File: src/move_pkg.sv
// constants, types and helpers shared by the data-move decode and execute logic
// How it works
// - opcode E5 plus direct address loads the accumulator; two bytes, one cycle.
// - loading the accumulator from its own direct address is flagged invalid.
// - opcode 74 plus constant loads the accumulator; two bytes, one cycle.
// - opcodes F8-FF copy the accumulator into a bank register; one byte, one cycle.
// - opcodes A8-AF load a bank register from a direct address; two bytes, two cycles.
// - opcodes 78-7F load a constant into a bank register; two bytes, one cycle.
// - opcode F5 stores the accumulator to a direct address; two bytes, one cycle.
// - opcodes 88-8F store a bank register to a direct address; two bytes, two cycles.
// - opcode 85 moves direct to direct, source address first; three bytes, two cycles.
// - opcode 86/87 stores an indirect byte to a direct address; two bytes, two cycles.
// - opcode 75 stores a constant to a direct address; three bytes, two cycles.
// - opcode A6/A7 writes a direct byte to the indirect target; two bytes, two cycles.
// - opcode 76/77 writes a constant to the indirect target; two bytes, one cycle.
// - every bit move has the carry as one operand and copies source into destination.
// - a bit move changes only its destination bit.
// - opcode A3 plus bit address copies that bit into carry; two bytes, one cycle.
// - opcode 92 plus bit address writes carry into that bit; two bytes, two cycles.
// - every byte move keeps its source and touches only the destination.
`default_nettype none
package move_pkg;

	// ------------------------------------------------------------------
	// widths and addresses
	// ------------------------------------------------------------------
	localparam int unsigned BANK_W = 2;
	localparam int unsigned REG_W = 3;
	localparam int unsigned PAD_W = 8 - BANK_W - REG_W;
	typedef logic [7:0] byte_type;
	typedef logic [BANK_W-1:0] bank_type;
	localparam byte_type ACC_ADDR = 8'hE0;
	localparam byte_type ACC_RESET = 8'h00;
	localparam byte_type BIT_AREA_BASE = 8'h20;

	// ------------------------------------------------------------------
	// opcodes and masks
	// ------------------------------------------------------------------
	localparam byte_type MASK_FULL = 8'hFF;
	localparam byte_type MASK_PTR = 8'hFE;
	localparam byte_type MASK_REG = 8'hF8;
	localparam byte_type OP_A_DIR = 8'hE5;
	localparam byte_type OP_A_IND = 8'hE6;
	localparam byte_type OP_A_IMM = 8'h74;
	localparam byte_type OP_R_A = 8'hF8;
	localparam byte_type OP_R_DIR = 8'hA8;
	localparam byte_type OP_R_IMM = 8'h78;
	localparam byte_type OP_DIR_A = 8'hF5;
	localparam byte_type OP_DIR_R = 8'h88;
	localparam byte_type OP_DIR_DIR = 8'h85;
	localparam byte_type OP_DIR_IND = 8'h86;
	localparam byte_type OP_DIR_IMM = 8'h75;
	localparam byte_type OP_IND_A = 8'hF6;
	localparam byte_type OP_IND_DIR = 8'hA6;
	localparam byte_type OP_IND_IMM = 8'h76;
	localparam byte_type OP_C_BIT = 8'hA3;
	localparam byte_type OP_BIT_C = 8'h92;

	localparam logic [1:0] LEN1 = 2'h1;
	localparam logic [1:0] LEN2 = 2'h2;
	localparam logic [1:0] LEN3 = 2'h3;
	localparam logic [1:0] CYC1 = 2'h1;
	localparam logic [1:0] CYC2 = 2'h2;

	// ------------------------------------------------------------------
	// types
	// ------------------------------------------------------------------
	typedef enum logic [7:0] {
		OPD_NONE = 8'h01,
		OPD_ACC = 8'h02,
		OPD_IMM = 8'h04,
		OPD_DIR = 8'h08,
		OPD_REG = 8'h10,
		OPD_IND = 8'h20,
		OPD_CARRY = 8'h40,
		OPD_BIT = 8'h80
	} opd_type;

	typedef enum logic [8:0] {
		ST_OPCODE = 9'h001,
		ST_OPERAND = 9'h002,
		ST_PTR_RD = 9'h004,
		ST_PTR_CAP = 9'h008,
		ST_SRC_RD = 9'h010,
		ST_SRC_CAP = 9'h020,
		ST_DST_RD = 9'h040,
		ST_DST_CAP = 9'h080,
		ST_WRITE = 9'h100
	} state_type;

	typedef struct packed {
		logic valid;
		opd_type src;
		opd_type dst;
		logic [1:0] len;
		logic [1:0] cycles;
		logic imm_in_b2;
		logic dst_in_b2;
		logic [REG_W-1:0] reg_sel;
		logic ptr_sel;
	} decode_type;

	typedef struct packed {
		logic valid;
		byte_type data;
	} fetch_type;

	typedef struct packed {
		logic en;
		byte_type addr;
		byte_type data;
	} mem_wr_type;

	typedef struct packed {
		state_type st;
		byte_type op;
		byte_type b1;
		byte_type b2;
		logic [1:0] cnt;
		byte_type ptr;
		byte_type src;
		byte_type dbyte;
		byte_type acc;
		logic carry;
		logic req;
		byte_type rd_addr;
		logic rd_acc;
		mem_wr_type wr;
		logic busy;
		logic done;
		logic invalid;
		logic unsup;
		logic [1:0] len;
		logic [1:0] cyc;
	} core_state_type;

	localparam core_state_type CORE_RESET = '{st: ST_OPCODE, acc: ACC_RESET, req: 1'b1, default: '0};

	// ------------------------------------------------------------------
	// helpers
	// ------------------------------------------------------------------
	function automatic logic opmatch(input byte_type op, input byte_type pat, input byte_type mask);
		opmatch = ((op & mask) == pat);
	endfunction

	function automatic byte_type reg_addr(input bank_type bank, input logic [REG_W-1:0] r);
		reg_addr = {{PAD_W{1'b0}}, bank, r};
	endfunction

endpackage
`default_nettype wire

File: src/move_decode.sv
// opcode decoder for the byte and bit move group
`timescale 1ns/1ps
`default_nettype none
module move_decode (
	input wire move_pkg::byte_type op_in,
	output move_pkg::decode_type dec_out
);
	import move_pkg::*;

	function automatic decode_type mk(input opd_type s, input opd_type t, input logic [1:0] l, input logic [1:0] c);
		mk = '0;
		mk.valid = 1'b1;
		mk.src = s;
		mk.dst = t;
		mk.len = l;
		mk.cycles = c;
	endfunction

	decode_type dec;

	always_comb begin
		dec = '0;
		dec.src = OPD_NONE;
		dec.dst = OPD_NONE;
		if (opmatch(op_in, OP_A_DIR, MASK_FULL)) begin
			dec = mk(OPD_DIR, OPD_ACC, LEN2, CYC1);
		end else if (opmatch(op_in, OP_A_IND, MASK_PTR)) begin
			dec = mk(OPD_IND, OPD_ACC, LEN1, CYC1);
		end else if (opmatch(op_in, OP_A_IMM, MASK_FULL)) begin
			dec = mk(OPD_IMM, OPD_ACC, LEN2, CYC1);
		end else if (opmatch(op_in, OP_R_A, MASK_REG)) begin
			dec = mk(OPD_ACC, OPD_REG, LEN1, CYC1);
		end else if (opmatch(op_in, OP_R_DIR, MASK_REG)) begin
			dec = mk(OPD_DIR, OPD_REG, LEN2, CYC2);
		end else if (opmatch(op_in, OP_R_IMM, MASK_REG)) begin
			dec = mk(OPD_IMM, OPD_REG, LEN2, CYC1);
		end else if (opmatch(op_in, OP_DIR_A, MASK_FULL)) begin
			dec = mk(OPD_ACC, OPD_DIR, LEN2, CYC1);
		end else if (opmatch(op_in, OP_DIR_R, MASK_REG)) begin
			dec = mk(OPD_REG, OPD_DIR, LEN2, CYC2);
		end else if (opmatch(op_in, OP_DIR_DIR, MASK_FULL)) begin
			dec = mk(OPD_DIR, OPD_DIR, LEN3, CYC2);
			dec.dst_in_b2 = 1'b1;
		end else if (opmatch(op_in, OP_DIR_IND, MASK_PTR)) begin
			dec = mk(OPD_IND, OPD_DIR, LEN2, CYC2);
		end else if (opmatch(op_in, OP_DIR_IMM, MASK_FULL)) begin
			dec = mk(OPD_IMM, OPD_DIR, LEN3, CYC2);
			dec.imm_in_b2 = 1'b1;
		end else if (opmatch(op_in, OP_IND_DIR, MASK_PTR)) begin
			dec = mk(OPD_DIR, OPD_IND, LEN2, CYC2);
		end else if (opmatch(op_in, OP_IND_IMM, MASK_PTR)) begin
			dec = mk(OPD_IMM, OPD_IND, LEN2, CYC1);
		end else if (opmatch(op_in, OP_IND_A, MASK_PTR)) begin
			dec = mk(OPD_ACC, OPD_IND, LEN1, CYC1);
		end else if (opmatch(op_in, OP_C_BIT, MASK_FULL)) begin
			dec = mk(OPD_BIT, OPD_CARRY, LEN2, CYC1);
		end else if (opmatch(op_in, OP_BIT_C, MASK_FULL)) begin
			dec = mk(OPD_CARRY, OPD_BIT, LEN2, CYC2);
		end
		dec.reg_sel = op_in[REG_W-1:0];
		dec.ptr_sel = op_in[0];
	end

	assign dec_out = dec;

endmodule // move_decode
`default_nettype wire

File: src/bit_locate.sv
// maps a bit address to the byte that holds it and the bit position inside
`timescale 1ns/1ps
`default_nettype none
module bit_locate (
	input wire move_pkg::byte_type bit_addr_in,
	output move_pkg::byte_type byte_addr_out,
	output logic [2:0] bit_idx_out
);
	import move_pkg::*;

	// low half lives in the bit-addressable ram area, high half in register bytes on 8-byte boundaries
	always_comb begin
		if (bit_addr_in[7]) begin
			byte_addr_out = {bit_addr_in[7:3], 3'h0};
		end else begin
			byte_addr_out = BIT_AREA_BASE + {4'h0, bit_addr_in[6:3]};
		end
		bit_idx_out = bit_addr_in[2:0];
	end

endmodule // bit_locate
`default_nettype wire

File: src/byte_bit_move_decode.sv
// fetch, decode and execute of the byte and bit move instructions
`timescale 1ns/1ps
`default_nettype none
module byte_bit_move_decode (
	input wire logic core_clk_in,
	input wire logic rst_n_in,
	input wire move_pkg::fetch_type fetch_in,
	input wire move_pkg::bank_type bank_sel_in,
	input wire move_pkg::byte_type mem_rd_data_in,
	output logic fetch_req_out,
	output move_pkg::byte_type mem_rd_addr_out,
	output move_pkg::mem_wr_type mem_wr_out,
	output move_pkg::byte_type acc_out,
	output logic carry_out,
	output logic busy_out,
	output logic done_out,
	output logic invalid_out,
	output logic unsupported_out,
	output logic [1:0] instr_len_out,
	output logic [1:0] instr_cycles_out
);
	import move_pkg::*;

	core_state_type q;
	core_state_type d;
	decode_type dec;
	byte_type bit_byte;
	logic [2:0] bit_idx;
	byte_type rd_val;
	byte_type imm;
	byte_type dst_dir;
	byte_type new_byte;
	byte_type src_addr;
	logic [1:0] oper_cnt;

	// ------------------------------------------------------------------
	// decode and bit addressing
	// ------------------------------------------------------------------
	move_decode u_decode (
		.op_in(q.op),
		.dec_out(dec)
	);

	bit_locate u_bit (
		.bit_addr_in(q.b1),
		.byte_addr_out(bit_byte),
		.bit_idx_out(bit_idx)
	);

	// ------------------------------------------------------------------
	// next state
	// ------------------------------------------------------------------
	always_comb begin
		d = q;
		d.wr.en = 1'b0;
		d.done = 1'b0;
		d.invalid = 1'b0;
		d.unsup = 1'b0;
		oper_cnt = dec.len - LEN1;
		// the accumulator has a direct address of its own, so reads there bypass memory
		rd_val = q.rd_acc ? q.acc : mem_rd_data_in;
		imm = dec.imm_in_b2 ? q.b2 : q.b1;
		dst_dir = dec.dst_in_b2 ? q.b2 : q.b1;
		new_byte = q.dbyte;
		new_byte[bit_idx] = q.src[0];
		src_addr = q.b1;
		unique case (q.st)
			ST_OPCODE: begin
				if (q.req && fetch_in.valid) begin
					d.op = fetch_in.data;
					d.cnt = 2'h0;
					d.req = 1'b0;
					d.st = ST_OPERAND;
				end
			end
			ST_OPERAND: begin
				if (!dec.valid) begin
					// not a move: report and hand control back after the opcode byte
					d.unsup = 1'b1;
					d.done = 1'b1;
					d.len = LEN1;
					d.cyc = CYC1;
					d.req = 1'b1;
					d.st = ST_OPCODE;
				end else if (q.req && fetch_in.valid) begin
					if (q.cnt == 2'h0) begin
						d.b1 = fetch_in.data;
					end else begin
						d.b2 = fetch_in.data;
					end
					d.cnt = q.cnt + 2'h1;
					d.req = 1'b0;
				end else if (q.cnt < oper_cnt) begin
					d.req = 1'b1;
				end else if (dec.src == OPD_IND || dec.dst == OPD_IND) begin
					d.st = ST_PTR_RD;
				end else begin
					d.st = ST_SRC_RD;
				end
			end
			ST_PTR_RD: begin
				d.rd_addr = reg_addr(bank_sel_in, {2'h0, dec.ptr_sel});
				d.rd_acc = 1'b0;
				d.st = ST_PTR_CAP;
			end
			ST_PTR_CAP: begin
				d.ptr = mem_rd_data_in;
				d.st = ST_SRC_RD;
			end
			ST_SRC_RD: begin
				d.st = (dec.dst == OPD_BIT) ? ST_DST_RD : ST_WRITE;
				case (dec.src)
					OPD_ACC: begin
						d.src = q.acc;
					end
					OPD_IMM: begin
						d.src = imm;
					end
					OPD_CARRY: begin
						d.src = {7'h00, q.carry};
					end
					OPD_DIR, OPD_REG, OPD_IND, OPD_BIT: begin
						if (dec.src == OPD_REG) begin
							src_addr = reg_addr(bank_sel_in, dec.reg_sel);
						end else if (dec.src == OPD_IND) begin
							src_addr = q.ptr;
						end else if (dec.src == OPD_BIT) begin
							src_addr = bit_byte;
						end
						d.rd_addr = src_addr;
						d.rd_acc = (dec.src != OPD_REG && dec.src != OPD_IND) && (src_addr == ACC_ADDR);
						d.st = ST_SRC_CAP;
					end
					default: begin
						d.src = q.src;
					end
				endcase
			end
			ST_SRC_CAP: begin
				if (dec.src == OPD_BIT) begin
					d.src = {7'h00, rd_val[bit_idx]};
				end else begin
					d.src = rd_val;
				end
				d.st = (dec.dst == OPD_BIT) ? ST_DST_RD : ST_WRITE;
			end
			ST_DST_RD: begin
				// the byte holding the target bit is read first so its other bits survive
				d.rd_addr = bit_byte;
				d.rd_acc = (bit_byte == ACC_ADDR);
				d.st = ST_DST_CAP;
			end
			ST_DST_CAP: begin
				d.dbyte = rd_val;
				d.st = ST_WRITE;
			end
			ST_WRITE: begin
				case (dec.dst)
					OPD_ACC: begin
						d.acc = q.src;
					end
					OPD_CARRY: begin
						d.carry = q.src[0];
					end
					OPD_REG: begin
						d.wr = '{en: 1'b1, addr: reg_addr(bank_sel_in, dec.reg_sel), data: q.src};
					end
					OPD_IND: begin
						d.wr = '{en: 1'b1, addr: q.ptr, data: q.src};
					end
					OPD_DIR: begin
						if (dst_dir == ACC_ADDR) begin
							d.acc = q.src;
						end else begin
							d.wr = '{en: 1'b1, addr: dst_dir, data: q.src};
						end
					end
					OPD_BIT: begin
						if (bit_byte == ACC_ADDR) begin
							d.acc = new_byte;
						end else begin
							d.wr = '{en: 1'b1, addr: bit_byte, data: new_byte};
						end
					end
					default: begin
						d.acc = q.acc;
					end
				endcase
				// accumulator loaded from its own address has no defined meaning; it is flagged only
				d.invalid = (q.op == OP_A_DIR) && (q.b1 == ACC_ADDR);
				d.done = 1'b1;
				d.len = dec.len;
				d.cyc = dec.cycles;
				d.req = 1'b1;
				d.st = ST_OPCODE;
			end
		endcase
		d.busy = (d.st != ST_OPCODE);
	end

	always_ff @(posedge core_clk_in) begin
		if (!rst_n_in) begin
			q <= CORE_RESET;
		end else begin
			q <= d;
		end
	end

	// ------------------------------------------------------------------
	// outputs
	// ------------------------------------------------------------------
	assign fetch_req_out = q.req;
	assign mem_rd_addr_out = q.rd_addr;
	assign mem_wr_out = q.wr;
	assign acc_out = q.acc;
	assign carry_out = q.carry;
	assign busy_out = q.busy;
	assign done_out = q.done;
	assign invalid_out = q.invalid;
	assign unsupported_out = q.unsup;
	assign instr_len_out = q.len;
	assign instr_cycles_out = q.cyc;
endmodule // byte_bit_move_decode
`default_nettype wire

File: config.mk
export PLATFORM = sky130hd
export DESIGN_NAME = byte_bit_move_decode
export DESIGN_NICKNAME = d
export VERILOG_FILES = /design/src/move_pkg.sv /design/src/move_decode.sv /design/src/bit_locate.sv /design/src/byte_bit_move_decode.sv
export SDC_FILE = /design/constraint.sdc
export NUM_CORES = 1
export LEC_CHECK = 0
export BUFFER_PORTS_ARGS = -buffer_cell sky130_fd_sc_hd__buf_2
export CORE_ASPECT_RATIO = 1.75
export CORE_MARGIN = 2
export CORE_UTILIZATION = 24
export DETAILED_ROUTE_END_ITERATION = 8
export PLACE_DENSITY = 0.37
export SLEW_MARGIN = 20
export SYNTH_ARGS = -nofsm -noshare
export SYNTH_HDL_FRONTEND = slang
export SYNTH_SLANG_ARGS = --single-unit
File: constraint.sdc
create_clock -name core_clk_in -period 3.7 [get_ports core_clk_in]
set_clock_uncertainty 0.05 [all_clocks]
set_input_delay 0.185 -clock core_clk_in [delete_from_list [all_inputs] [get_ports core_clk_in]]
set_output_delay 0.185 -clock core_clk_in [all_outputs]
set_load 0.05 [all_outputs]
* Yosys cells after proc, flatten, opt, wreduce, memory -nomap -nowiden
Cells that the tools add are included.
Cells by class: $add $sub $neg 3, order comparisons 3, eq/ne operators 56, multiplexer cells 62, bitwise gates (word level) 1, reductions and logical operators 28
Operator list (number):
- 27-bit 2-to-1 mux | 16
- 8-bit 2-to-1 mux | 12
- 8-bit equality test, second input constant | 11
- 9-bit case mux with 9 select lines | 1
- 17-bit case mux with 4 select lines | 1
- 9-bit 2-to-1 mux | 6
- 17-bit 2-to-1 mux | 3
- 8-bit case mux with 3 select lines | 2
- 8-bit by 7-bit equality test with 1-bit output, second input constant | 4
- 7-bit equality test, second input constant | 4
- 9-bit case mux with 3 select lines | 1
- 4-bit AND reduction | 5
- 8-bit by 2-bit equality test with 1-bit output, second input constant | 2
- 8-bit by 4-bit equality test with 1-bit output, second input constant | 2
- 8-bit by 5-bit equality test with 1-bit output, second input constant | 2
- 8-bit by 6-bit equality test with 1-bit output, second input constant | 2
- 8-bit case mux with 2 select lines | 1
- 5-bit equality test, second input constant | 3
- 2-bit != test, second input constant | 7
- 2-bit AND reduction | 7
- 5-bit 2-to-1 mux | 2
- 9-bit by 1-bit equality test with 1-bit output, second input constant | 1
- 9-bit by 2-bit equality test with 1-bit output, second input constant | 1
- 9-bit by 3-bit equality test with 1-bit output, second input constant | 1
- 39 further kinds | 56
Word-level totals: flip-flop bits (word level) 103, input bits 21, output and inout port bits 43, word-level logic and storage cells 175

* Logic depth before layout (Yosys ltp)
Gate-level depths: netlist (run 1).
depth in word-level cells 27, gate-level depth with buffers 13, gate-level depth less buffers 12

* By module
Synthesis (run 1) repeated with hierarchy kept, for this count alone.
Unflattened totals: cell total of the unflattened synthesis 809, area total of the unflattened synthesis 6447.4 um2
Modules (own cells, without submodules):
- byte_bit_move_decode | instances 1, cells an instance 717, area each 5851.9 um2, seq. area each 2062.0 um2
- move_decode | instances 1, cells an instance 81, area each 503.0 um2, seq. area each 0.0 um2
- bit_locate | instances 1, cells an instance 11, area each 92.6 um2, seq. area each 0.0 um2

* Worst setup path before layout (run 1)
Ideal clock, no wire load.
kind register to register, start register q[90] (netlist bit), end register q (netlist bit busy_out), library setup time 70 ps, arrival time 2717 ps, required time 3580 ps, setup slack 863 ps, cell stages (with the launch flop) 13, path buffers 1, period minus slack after synthesis 2837 ps, cell sequence dfxtp_1 > buf_6 > or4b_4 > o211a_1 > nand3_1 > xnor2_1 > ha_1 > o21ai_0 > o21bai_1 > o211ai_1 > o21bai_1 > o21ai_0 > a21oi_1
Between the ends: longest elaborated chain between the ends 25, elaborated cells on any way between the ends 50, those cells by class add/sub (1); order compare (1); eq/ne (23); mux (23); reduce/logical (2)
Ends and longest elaborated chain:
- start: declaration | RTL line byte_bit_move_decode.sv:24 | core_state_type q;
- start signal: assignment | RTL line byte_bit_move_decode.sv:203 | q <= CORE_RESET;
- start signal: assignment | RTL line byte_bit_move_decode.sv:205 | q <= d;
- 8-bit equality test | RTL line move_pkg.sv:143 | opmatch = ((op & mask) == pat);
- 27-bit 2-to-1 mux | RTL line move_decode.sv:57 | end else if (opmatch(op_in, OP_BIT_C, MASK_FULL)) begin
- 27-bit 2-to-1 mux | RTL line move_decode.sv:55 | end else if (opmatch(op_in, OP_C_BIT, MASK_FULL)) begin
- 27-bit 2-to-1 mux | RTL line move_decode.sv:53 | end else if (opmatch(op_in, OP_IND_A, MASK_PTR)) begin
- 27-bit 2-to-1 mux | RTL line move_decode.sv:51 | end else if (opmatch(op_in, OP_IND_IMM, MASK_PTR)) begin
- 27-bit 2-to-1 mux | RTL line move_decode.sv:49 | end else if (opmatch(op_in, OP_IND_DIR, MASK_PTR)) begin
- 27-bit 2-to-1 mux | RTL line move_decode.sv:46 | end else if (opmatch(op_in, OP_DIR_IMM, MASK_FULL)) begin
- 27-bit 2-to-1 mux | RTL line move_decode.sv:44 | end else if (opmatch(op_in, OP_DIR_IND, MASK_PTR)) begin
- [... 4 more ...]
- 27-bit 2-to-1 mux | RTL line move_decode.sv:33 | end else if (opmatch(op_in, OP_R_DIR, MASK_REG)) begin
- 27-bit 2-to-1 mux | RTL line move_decode.sv:31 | end else if (opmatch(op_in, OP_R_A, MASK_REG)) begin
- 27-bit 2-to-1 mux | RTL line move_decode.sv:29 | end else if (opmatch(op_in, OP_A_IMM, MASK_FULL)) begin
- 27-bit 2-to-1 mux | RTL line move_decode.sv:27 | end else if (opmatch(op_in, OP_A_IND, MASK_PTR)) begin
- 27-bit 2-to-1 mux * | RTL line move_decode.sv:25 | if (opmatch(op_in, OP_A_DIR, MASK_FULL)) begin
- parallel branches: the longest is 6 deep, another holds 2-bit by 1-bit subtractor with 2-bit output
- 9-bit case mux with 9 select lines * | RTL line byte_bit_move_decode.sv:67 | unique case (q.st)
- 9-bit by 1-bit != test with 1-bit output * | RTL line byte_bit_move_decode.sv:198 | d.busy = (d.st != ST_OPCODE);
Mark *: on every way between the ends. A chain may end at the register's enable or synchronous reset.

* Final worst setup path (run 1)
start register q[93] (netlist bit), end register q (netlist bit busy_out)
Same word-level chain as after synthesis.

==> results, run 1 <==
- Of all nets on the critical path, the largest fanout is 12.
- Wires add up to 25000 um.
- The clock tree synthesis step divided the H-tree into 3 levels.
- The number of clock buffers added by TritonCTS is 9.
- In this run, the number of DRC markers left after iteration 0 of detailed routing was 298.
- The worst hold path begins at mem_rd_data_in[3].
- The count of nets left with antenna violations once routing finished came out at 0.
- The height of the chip is 217 um.
- The number of antenna violations at the first check in global routing came to 0.
- During synthesis, Yosys emitted a total of 0 warnings.
- The required time of the critical path is 3.95 ns.
- The number of nets handed over by synthesis was 813.
- Data arrives at the worst endpoint at 3.61 ns.
- The clock latency on the worst-skew pair is 0.38 ns.
- The die covers 27300 sq um.
- The endpoint identified for the worst register-to-register timing path is busy_out.
- The worst-case hold path end point is q[63].
- In this run, synthesis produced a sequential element count of 103.
- The tool flagged a number of max-cap violations equal to 0.
- The share of final-layout standard cells stronger than drive strength 1 is 0.172.
- The via count normalized by instance count is 5.23.
- The reg2reg setup slack is 0.34 ns.
- The net count reported at finish is 816.
- Leaving out fill and tap cells, the most frequent cells in the layout are sky130_fd_sc_hd__nand2_1 (107), sky130_fd_sc_hd__dfxtp_1 (103), sky130_fd_sc_hd__nor2_1 (90).
- The number of pins with negative max-slew slack in the final report is 0.
- The number of clock sinks is 103.
- The first-pass GRT wire length is 37300 um.
- VDD sags by at most 223 uV.
- The dominant synthesized flop cell is sky130_fd_sc_hd__dfxtp_1.
- The critical path class is flip-flop to flip-flop.
- The clock root buffer is sky130_fd_sc_hd__clkbuf_16.
- The netlist area before placement is 6240 sq um.
- Counting flops with a built-in enable in the synthesized netlist gives 0.
- The region available for standard cell placement spans 25800 sq um.
- The standard-cell row count is 78.
- The leakage power is 2.66 nW.
- The wire length per cell is 22.4 um.
- The final standard cell count with taps included and fillers excluded is 1118.
- 64 I/O pins were placed.
- After synthesis, the netlist uses 77 different library cells.
- The depth of the worst register-to-register path is 12.
- The hold violation count in the final report was 0.
- Once the clock tree was built, the setup fixing pass inserted 0 buffers.
- The post-route clock period utilization is 0.908.
- The number of global-route vias before repair is 5833.
- The detailed router placed 5852 vias in this run.
- Setup repair after global routing left no endpoint under its margin.
- Setup violations remaining at the end of the flow were counted as 0.
- The count of mapped cells out of synthesis is 790.
- The DRC violations left is 0.
- The maximum operating frequency is 298 MHz.
- The post-route setup TNS is 0 ns.
- The fraction of registers with async set/reset is 0.
- At the end of the flow the core is filled with cells to 0.270.
- Of the synthesized area, sequential elements account for 0.331.
- The HPWL after detailed placement is 19200 um.
- The library cell used most frequently in the layout, excluding fill and tap cells, is sky130_fd_sc_hd__nand2_1.
- The cell count after placement is 1102.
- The final antenna diode count is 0.
- Of the total power, combinational logic draws 0.081.
- Entering global routing, the biggest net connects 41 pins.
- The die is 126 um wide.
- In this run the worst hold path is classified as input port to flip-flop.
- Averaged over all synthesized cells, the footprint is 7.89 sq um.
- The residual overflow from global routing is 0.
- The final weighted congestion of routability-driven global placement is 0.902.
- The worst hold path was traced through 3 stages.
- The area added between synthesis and finish is 11.6%.
- The count of buffers added on input and output ports is 63.
- Internal power comes to 1.80 mW.
- The longest clock path from root to sink contains 2 buffers.
- The kind of start point of the critical path is a flip-flop.
- The detailed-router iteration count before antenna repair is 5.
- The slew at the pin with the worst max-slew slack is 0.835 ns.
- In this run the power density over the cells is 351 nW/um^2.
- Of the total power, the share spent switching nets is 0.263.
- The clock network power share is 0.448.
- Counting I/O delays and the setup requirement, the final critical path takes 3.36 ns.
- For this run, the total global-route usage over all layers was measured as 0.184.
- The part of the total power dissipated in sequential elements is 0.471.
- The effective utilization at floorplan is 0.242.
- The worst setup path is captured at a flip-flop.
- The quantity of hold-fixing buffers added after cts is 0.
- The clock tree from TritonCTS is yes.
- After clock tree synthesis, the clock-pin slew on the worst setup and hold paths is 0.08 ns.
- After clock tree synthesis, the repair step resized 0 gates.
- The run finished with clean final reports.
- Headroom to the max-slew limit came out at 0.443.
- The net load switching power is 642 uW.
- In this run the critical register-to-register path is launched from q[93].
-- critical path, cell delays in order, from the launching register on --
cell	delay, ns
sky130_fd_sc_hd__dfxtp_1	0.61
sky130_fd_sc_hd__nor2b_1	0.54
sky130_fd_sc_hd__nand4b_1	0.20
sky130_fd_sc_hd__o21a_1	0.23
sky130_fd_sc_hd__nand3_1	0.14
sky130_fd_sc_hd__xnor2_1	0.13
sky130_fd_sc_hd__ha_1	0.24
sky130_fd_sc_hd__o21ai_0	0.37
sky130_fd_sc_hd__o21bai_1	0.18
sky130_fd_sc_hd__o211ai_1	0.10
sky130_fd_sc_hd__o21bai_1	0.23
sky130_fd_sc_hd__o21ai_0	0.13
sky130_fd_sc_hd__a21oi_1	0.15
-- flip-flops by register name, indices dropped and copies added (netlist names) --
register and cells:
carry_out 1, acc_out 8, busy_out 1, done_out 1
fetch_req_out 1, mem_wr_out 17, instr_len_out 2, invalid_out 1
instr_cycles_out 2, unsupported_out 1, q 60, mem_rd_addr_out 8
-- area by class of cell --
type,instances,area [sq um]
fill,2890,18800
inverter,13,48.8
sequential,103,2060
multi-input combinational,578,3600
tap,320,400
clock inverter,6,91.3
timing repair buffer,88,515
clock buffer,10,239
-- through the flow --
| stage | hold slack (ns) | setup slack, ns | instance area, sq um | power (mW) |
|---|---|---|---|---|
| after floorplan | 0.265 | 0.863 | 6240 | 1.30 |
| after global placement | 0.379 | 0.501 | 6630 | 1.38 |
| after detailed placement | 0.388 | 0.440 | 6630 | 1.38 |
| after CTS | 0.00392 | 0.407 | 6960 | 2.48 |
| after global routing | 0.0245 | 0.0335 | 6960 | 2.53 |
| final | 0.0235 | 0.341 | 6960 | 2.44 |
-- per-layer routing --
layer / share of wire / GRT usage
met5: 0 / 0
met4: 0.040 / 0.0916
met3: 0.029 / 0.0278
met2: 0.57 / 0.364
met1: 0.36 / 0.183
-- how the worst max path moves through the flow --
stage,cells after the start,endpoint,from
2_1_floorplan,12,busy_out,q[90]
3_3_place_gp,12,busy_out,q[93]
3_5_place_dp,11,busy_out,q[93]
4_1_cts,11,busy_out,q[93]
5_1_grt,12,q[96],q[93]
6_report,12,busy_out,q[93]
-- cell usage after synthesis, drive strengths merged, types with 9 or more instances --
cell type / count / share of area
nor2: 91 / 0.056
a31oi: 13 / 0.013
buf: 51 / 0.059
nand2b: 9 / 0.0090
nor3: 11 / 0.012
clkbuf: 45 / 0.027
mux2i: 48 / 0.077
inv: 13 / 0.0078
o211a: 10 / 0.016
dfxtp: 103 / 0.33
nand3: 25 / 0.020
nand2: 109 / 0.066
o21ai: 48 / 0.039
a21oi: 50 / 0.041
a211oi: 17 / 0.021
a22oi: 10 / 0.012
and3: 9 / 0.0090
-- power groups by stage --
stage / Combinational, mW / Clock, mW / Sequential (mW)
finish: 0.197 / 1.10 / 1.15
detailed placement: 0.199 / 0 / 1.18
global route: 0.215 / 1.16 / 1.15
CTS: 0.200 / 1.13 / 1.15
global placement: 0.200 / 0 / 1.18
floorplan: 0.133 / 0 / 1.17
-- kinds of logic after synthesis --
family                   synth area share
AND/OR/NAND/NOR                     0.259
adder cells (fa/ha/maj)           0.00401
flip-flops                          0.331
XOR/XNOR                          0.00562
buffers and inverters              0.0937
multiplexers                       0.0915
AO/OA/AOI/OAI                       0.216
Note: power is estimated with default switching activity, not from simulation.
==> run 2, diff against run 1 <==
--- a/config.mk
+++ b/config.mk
@@ -8,9 +8,9 @@
 export BUFFER_PORTS_ARGS = -buffer_cell sky130_fd_sc_hd__buf_2
 export CORE_ASPECT_RATIO = 1.75
 export CORE_MARGIN = 2
-export CORE_UTILIZATION = 24
+export CORE_UTILIZATION = 60
 export DETAILED_ROUTE_END_ITERATION = 8
-export PLACE_DENSITY = 0.37
+export PLACE_DENSITY = 0.79
 export SLEW_MARGIN = 20
 export SYNTH_ARGS = -nofsm -noshare
 export SYNTH_HDL_FRONTEND = slang
==> run 2 against run 1 <==
Net effect:
- design area down 4.5%
- first-iteration DRC count up 55%
- worst setup slack better by 0.048 ns
- fmax up 1.5%
==> results, run 2 (synthesis results as in run 1) <==
- The flow ran to the end, and the final reports show no timing, DRC or antenna violations.
- The number of antenna violations at the first check in global routing is 0 (unchanged).
- The number of pins with negative max-slew slack in the final report is 0 (unchanged).
- The height of the chip is 139 um (-36%).
- The data arrival time of the critical path is 3.55 ns (-0.06 ns).
- The final period demand of the worst path is 3.31 ns (-0.0484 ns).
- The worst slew slack as a fraction of its limit is 0.321 (-0.122).
- The antenna violation net count after detailed routing was 0 (unchanged).
- Setup repair after global routing left no endpoint under its margin.
- More flip-flops sit in one register than any other, and that register is q.
- The number of H-tree branching levels is 3 (unchanged).
- The slew at the pin with the worst max-slew slack is 1.01 ns (+0.174 ns).
- The detailed-router iteration count before antenna repair is 6 (+1).
- The overall die width came to 81.1 um (-36%).
- The stage delay of the slowest cell on the critical path came to 0.70 ns (+0.09 ns).
- The effective utilization at floorplan is 0.613 (+0.371).
- The buffer levels on the longest clock path was 2 (unchanged).
- The estimated wirelength of the detail-placed design came to 15000 um (-22%).
- The area added between synthesis and finish is 6.62%.
- The kind of end point of the critical path is a flip-flop.
- The number of clock sinks is 103 (unchanged).
- The final weighted congestion of routability-driven global placement is 0.999 (+11%).
- The max-cap violation count is 0 (unchanged).
- The net count reported at finish is 812 (-0.49%).
- The critical path class is flip-flop to flip-flop.
- The summed area of non-filler cells in the final layout is 6650 sq um (-4.5%).
- The slowest stage of the critical path is the sky130_fd_sc_hd__dfxtp_1 cell.
- The clock latency on the worst-skew pair came to 0.36 ns (-0.02 ns).
- The share of final-layout standard cells stronger than drive strength 1 was 0.165 (-0.00669).
- The final worst slack is 0.390 ns (+0.0484 ns).
- The number of global-route vias before repair is 5828 (-0.086%).
- The post-detailed-placement cell area is 6360 sq um (-4.1%).
- The final number of setup-violating endpoints came to 0 (unchanged).
- The leakage power is 2.61 nW (-1.7%).
- The most common cell after layout, fill and taps aside is sky130_fd_sc_hd__nand2_1.
- The via total after detailed routing was 6106 (+4.3%).
- The die footprint is 11300 sq um (-59%).
- The final routed wirelength across all metal layers is 20000 um (-20%).
- The initial detailed-routing violation count is 462 (+55%).
- The hold violation count in the final report is 0 (unchanged).
- The kind of start point of the critical path is a flip-flop.
- The final antenna diode count is 0 (unchanged).
- The clock-pin transition on the worst setup and hold timing paths is 0.08 ns (about the same).
- The residual overflow from global routing is 0 (unchanged).
- The number of port buffers is 63 (unchanged).
- The critical path goes through and4bb_2 > nand2_1 > o211a_1 > xnor2_1 > ha_1 > o21ai_0 > o21bai_1 > o211ai_1 > o21bai_1 > o21ai_0 > a21oi_1.
- The total clock buffers created by CTS came to 9 (unchanged).
- The via count normalized by instance count is 6.63 (+27%).
- The I/O pin total is 64 (unchanged).
- The cell count after placement is 905 (-18%).
- The maximum number of pins on one net before global-route repair is 36 (-12%).
- The required time of the critical path is 3.94 ns (about the same).
- The wire length per cell is 21.7 um (-2.8%).
- The cell sitting at the root of the clock tree is a sky130_fd_sc_hd__clkbuf_16.
- The maximum operating frequency is 302 MHz (+1.5%).
- The biggest fanout along the worst timing path was 17 (+5).
- The post-route setup TNS came to 0 ns (unchanged).
- The clock tree from TritonCTS is yes.
- The standard-cell row count was 49 (-37%).
- The library cells used most frequently in the layout, excluding fill and tap cells, are sky130_fd_sc_hd__nand2_1 (107), sky130_fd_sc_hd__dfxtp_1 (103), sky130_fd_sc_hd__nor2_1 (90).
- The post-cts sizing count was 0 (unchanged).
- The number of flip-flops in the largest register came to 60 (unchanged).
- The final standard cell count with taps included and fillers excluded is 921 (-18%).
- The minimum setup slack after placement is 0.469 ns (+0.0285 ns).
- The number of buffers inserted to repair setup after CTS is 0 (unchanged).
- The placeable core region is 10200 sq um (-60%).
- The quantity of hold-fixing buffers added after cts is 0 (unchanged).
- The DRC violations left is 0 (unchanged).
- The first-pass GRT wire length was 31200 um (-16%).
- The worst hold path class is input port to flip-flop.
- The global router's overall resource usage is 0.364 (+0.180).
- The maximum VDD drop was 306 uV (+38%).
- The post-route clock period utilization is 0.895 (-0.0131).
- The power density normalized to cell area is 343 nW/um^2 (-2.2%).
==> run 2: critical path, delay by kind of cell (launching register included) <==
kind / cells / cell delay, ns
AND/OR/NAND/NOR: 2 / 0.61
flip-flops: 1 / 0.70
AO/OA/AOI/OAI: 7 / 1.48
XOR/XNOR: 1 / 0.14
adder cells (fa/ha/maj): 1 / 0.24
==> run 2: final timing paths <==
check / startpoint / end / slack (ns) / cells after the start
worst min register to register: instr_cycles_out[0] / instr_cycles_out[0] / 0.41 / 2
worst max register to register: q[89] / busy_out / 0.39 / 11
worst max-delay path: q[89] / busy_out / 0.39 / 11
worst min-delay path: fetch_in[1] / q[71] / 0.04 / 3
==> run 2: power by group <==
group | total [mW] | internal, mW | switching [mW]
Combinational | 0.180 | 0.0610 | 0.119
Sequential | 1.16 | 1.12 | 0.0348
Clock | 0.947 | 0.477 | 0.470
==> run 2: final cells by class <==
| class | count | area [sq um] |
|---|---|---|
| repair buffers | 84 | 485 |
| fillers | 937 | 3530 |
| well taps | 127 | 159 |
| clock inverters | 6 | 62.6 |
| flip-flops and latches | 103 | 2060 |
| inverters | 13 | 48.8 |
| clock buffers | 10 | 229 |
| multi-input cells | 578 | 3600 |
==> run 2: layer usage <==
metal	track usage	part of all wire	up-vias
met5	0	0	-
met4	0.248	0.070	0
met3	0.0527	0.057	100
met2	0.625	0.51	320
met1	0.400	0.36	2885
li1	-	-	2801
==> run 2: stage by stage <==
step	utilization	power, mW	hold WS [ns]
after floorplan	-	1.30	0.265
after global placement	0.625	1.35	0.377
after detailed placement	0.625	1.36	0.405
after CTS	0.653	2.29	0.0299
after global routing	0.653	2.35	0.0402
final	0.653	2.28	0.0373
==> run 3, diff against run 2 <==
--- a/config.mk
+++ b/config.mk
@@ -11,6 +11,7 @@
 export CORE_UTILIZATION = 60
 export DETAILED_ROUTE_END_ITERATION = 8
 export PLACE_DENSITY = 0.79
+export REMOVE_ABC_BUFFERS = 1
 export SLEW_MARGIN = 20
 export SYNTH_ARGS = -nofsm -noshare
 export SYNTH_HDL_FRONTEND = slang
==> run 3 against run 2 <==
Net effect:
- via count is 0.18% higher
- sequential power barely moved
- register-to-register slack about the same
- sequential share of layout area shrank 0.12 points
- critical endpoint unchanged
==> results, run 3 (synthesis results as in run 1) <==
- The standard-cell row count is 49 (unchanged).
- The number of flip-flops in the largest register was 60 (unchanged).
- The placeable core region is 10200 sq um (unchanged).
- The final routed wirelength across all metal layers is 20100 um (+0.39%).
- The buffer levels on the longest clock path is 2 (unchanged).
- The net load switching power is 597 uW (-4.4%).
- The stage delay of the slowest cell on the critical path is 0.76 ns (+0.06 ns).
- The residual overflow from global routing is 0 (unchanged).
- The share of final-layout standard cells stronger than drive strength 1 was 0.165 (+0.000417).
- The part of the total power dissipated in sequential elements is 0.482 (-0.024).
- The number of global-route vias before repair is 6092 (+4.5%).
- The worst setup path is captured at a flip-flop.
- The final number of setup-violating endpoints was 0 (unchanged).
- The DRC violations left is 0 (unchanged).
- The final weighted congestion of routability-driven global placement is 0.992 (-0.74%).
- The leakage power is 2.62 nW (+0.25%).
- The quantity of hold-fixing buffers added after cts is 0 (unchanged).
- The slew at the pin with the worst max-slew slack is 0.825 ns (-0.184 ns).
- The final antenna diode count was 0 (unchanged).
- The global router's overall resource usage is 0.369 (+0.00486).
- The number of fillers in the final layout is 882 (-5.9%).
- The net count reported at finish was 810 (-0.25%).
- The worst slew slack as a fraction of its limit came to 0.449 (+0.128).
- The clock network power share is 0.441 (+0.026).
- The biggest fanout along the worst timing path is 17 (unchanged).
- The max-cap violation count is 0 (unchanged).
- Walking the worst path, the cells encountered are and3_1 > nand3_1 > o211a_1 > nand3_1 > xnor2_1 > ha_1 > o21ai_0 > o21bai_1 > o211ai_1 > o21bai_1 > o21ai_0 > a21oi_1.
- The clock-pin transition on the worst setup and hold timing paths is 0.07 ns (about the same).
- The first-pass GRT wire length is 31900 um (+2.1%).
- The cell-internal power is 1.80 mW (+8.4%).
- The via total after detailed routing came to 6117 (+0.18%).
- The I/O pin total is 64 (unchanged).
- The required time of the critical path is 3.91 ns (-0.03 ns).
- The detailed-router iteration count before antenna repair is 7 (+1).
- The worst hold path class is input port to flip-flop.
- The clock latency on the worst-skew pair is 0.35 ns (about the same).
- The wire length per cell is 21.9 um (+0.61%).
- The number of clock sinks came to 103 (unchanged).
- The number of pins with negative max-slew slack in the final report was 0 (unchanged).
- Setup repair after global routing left no endpoint under its margin.
- The kind of start point of the critical path is a flip-flop.
- The antenna violation net count after detailed routing came to 0 (unchanged).
- The clock tree from TritonCTS is yes.
- Compared with the post-synthesis result, the final layout area differs by 7.02%.
- The effective utilization at floorplan came to 0.613 (unchanged).
- The top cell family by delay on the critical path is compound AO/OA/AOI/OAI gates.
- The flow ran to the end, and the final reports show no timing, DRC or antenna violations.
- Leaving out fill and tap cells, the most frequent cell in the layout is sky130_fd_sc_hd__nand2_1.
- The summed area of non-filler cells in the final layout came to 6670 sq um (+0.38%).
- The height of the chip is 139 um (unchanged).
- The overall die width is 81.1 um (unchanged).
- The via count normalized by instance count is 6.66 (+0.40%).
- In this run the clock root is driven by a sky130_fd_sc_hd__clkbuf_16.
- The post-route setup TNS is 0 ns (unchanged).
- The post-detailed-placement cell area is 6340 sq um (-0.24%).
- The critical path in this run is classified as flip-flop to flip-flop.
- In the layout the commonest cells are sky130_fd_sc_hd__nand2_1 (107), sky130_fd_sc_hd__dfxtp_1 (103), sky130_fd_sc_hd__nor2_1 (90).
- The final period demand of the worst path is 3.32 ns (+0.00943 ns).
- The switching fraction of total power is 0.249 (-0.0241).
- The die footprint is 11300 sq um (unchanged).
- The estimated wirelength of the detail-placed design is 15000 um (-0.37%).
- The hold violation count in the final report is 0 (unchanged).
- The maximum operating frequency is 301 MHz (-0.28%).
- More flip-flops sit in one register than any other, and that register is q.
- The data arrival time of the critical path is 3.53 ns (-0.02 ns).
- The maximum number of pins on one net before global-route repair is 61 (+69%).
- The power density normalized to cell area is 359 nW/um^2 (+4.5%).
- The initial detailed-routing violation count was 596 (+29%).
- The number of antenna violations at the first check in global routing is 0 (unchanged).
- The largest individual stage delay along the critical path comes from the cell sky130_fd_sc_hd__dfxtp_1.
- The total clock buffers created by CTS is 9 (unchanged).
- The number of H-tree branching levels is 3 (unchanged).
- The combined buffer and inverter count along the critical path is 0 (unchanged).
- The number of port buffers was 63 (unchanged).
- The maximum VDD drop came to 297 uV (-3.0%).
- The post-route clock period utilization is 0.897 (+0.00255).
- The relative contribution of combinational cells to total power came to 0.077 (-0.002).
-- run 3: layer usage --
metal / share of wire / track usage / wire [um] / vias up
met2: 0.52 / 0.651 / 10500 / 343
met4: 0.069 / 0.226 / 1380 / 0
met5: 0 / 0 / 0 / -
li1: - / - / - / 2785
met1: 0.35 / 0.397 / 7050 / 2891
met3: 0.058 / 0.0586 / 1160 / 98
-- run 3: worst reg2reg max path, cell delays in order, from the launching register on --
cell and delay (ns):
sky130_fd_sc_hd__dfxtp_1 0.76, sky130_fd_sc_hd__and3_1 0.39, sky130_fd_sc_hd__nand3_1 0.15, sky130_fd_sc_hd__o211a_1 0.18, sky130_fd_sc_hd__nand3_1 0.13, sky130_fd_sc_hd__xnor2_1 0.13
sky130_fd_sc_hd__ha_1 0.25, sky130_fd_sc_hd__o21ai_0 0.42, sky130_fd_sc_hd__o21bai_1 0.18, sky130_fd_sc_hd__o211ai_1 0.10, sky130_fd_sc_hd__o21bai_1 0.22, sky130_fd_sc_hd__o21ai_0 0.12
sky130_fd_sc_hd__a21oi_1 0.16
-- run 3: metrics by stage --
stage / power [mW] / worst slack, ns / utilization / hold slack, ns / instances
after floorplan: 1.28 / 0.605 / - / 0.207 / 694
after global placement: 1.35 / 0.607 / 0.623 / 0.382 / 903
after detailed placement: 1.36 / 0.432 / 0.623 / 0.404 / 903
after CTS: 2.39 / 0.405 / 0.656 / 0.0413 / 919
after global routing: 2.45 / 0.0561 / 0.656 / 0.0553 / 919
final: 2.39 / 0.380 / 0.656 / 0.0437 / 919
-- run 3: timing repair --
action,4_1_cts,5_1_grt
resized for setup,0,1
endpoints found under the hold margin,0,0
buffers inserted,0,0
endpoints found under the setup margin,0,1
-- run 3: cell type report --
type                       instances  area, sq um  area share
sequential                       103         2060       0.309
clock inverter                     6         90.1      0.0135
multi-input combinational        578         3600       0.540
inverter                          13         48.8     0.00731
timing repair buffer              82          470      0.0705
clock buffer                      10          239      0.0358
tap                              127          159      0.0238
-- run 3: power groups by stage --
stage	combinational, mW	sequential (mW)	clock, mW
final	0.185	1.15	1.06
after global placement	0.177	1.18	0
after floorplan	0.0975	1.19	0
after CTS	0.182	1.15	1.06
after global routing	0.199	1.16	1.10
after detailed placement	0.180	1.18	0
-- run 3: path summary, 6_finish.rpt --
check | startpoint | endpoint | slack, ns | cells after the start
setup / recovery | q[91] | busy_out | 0.38 | 12
hold / removal | fetch_in[4] | q[74] | 0.04 | 3
setup reg to reg | q[91] | busy_out | 0.38 | 12
hold reg to reg | instr_cycles_out[0] | instr_cycles_out[0] | 0.41 | 2
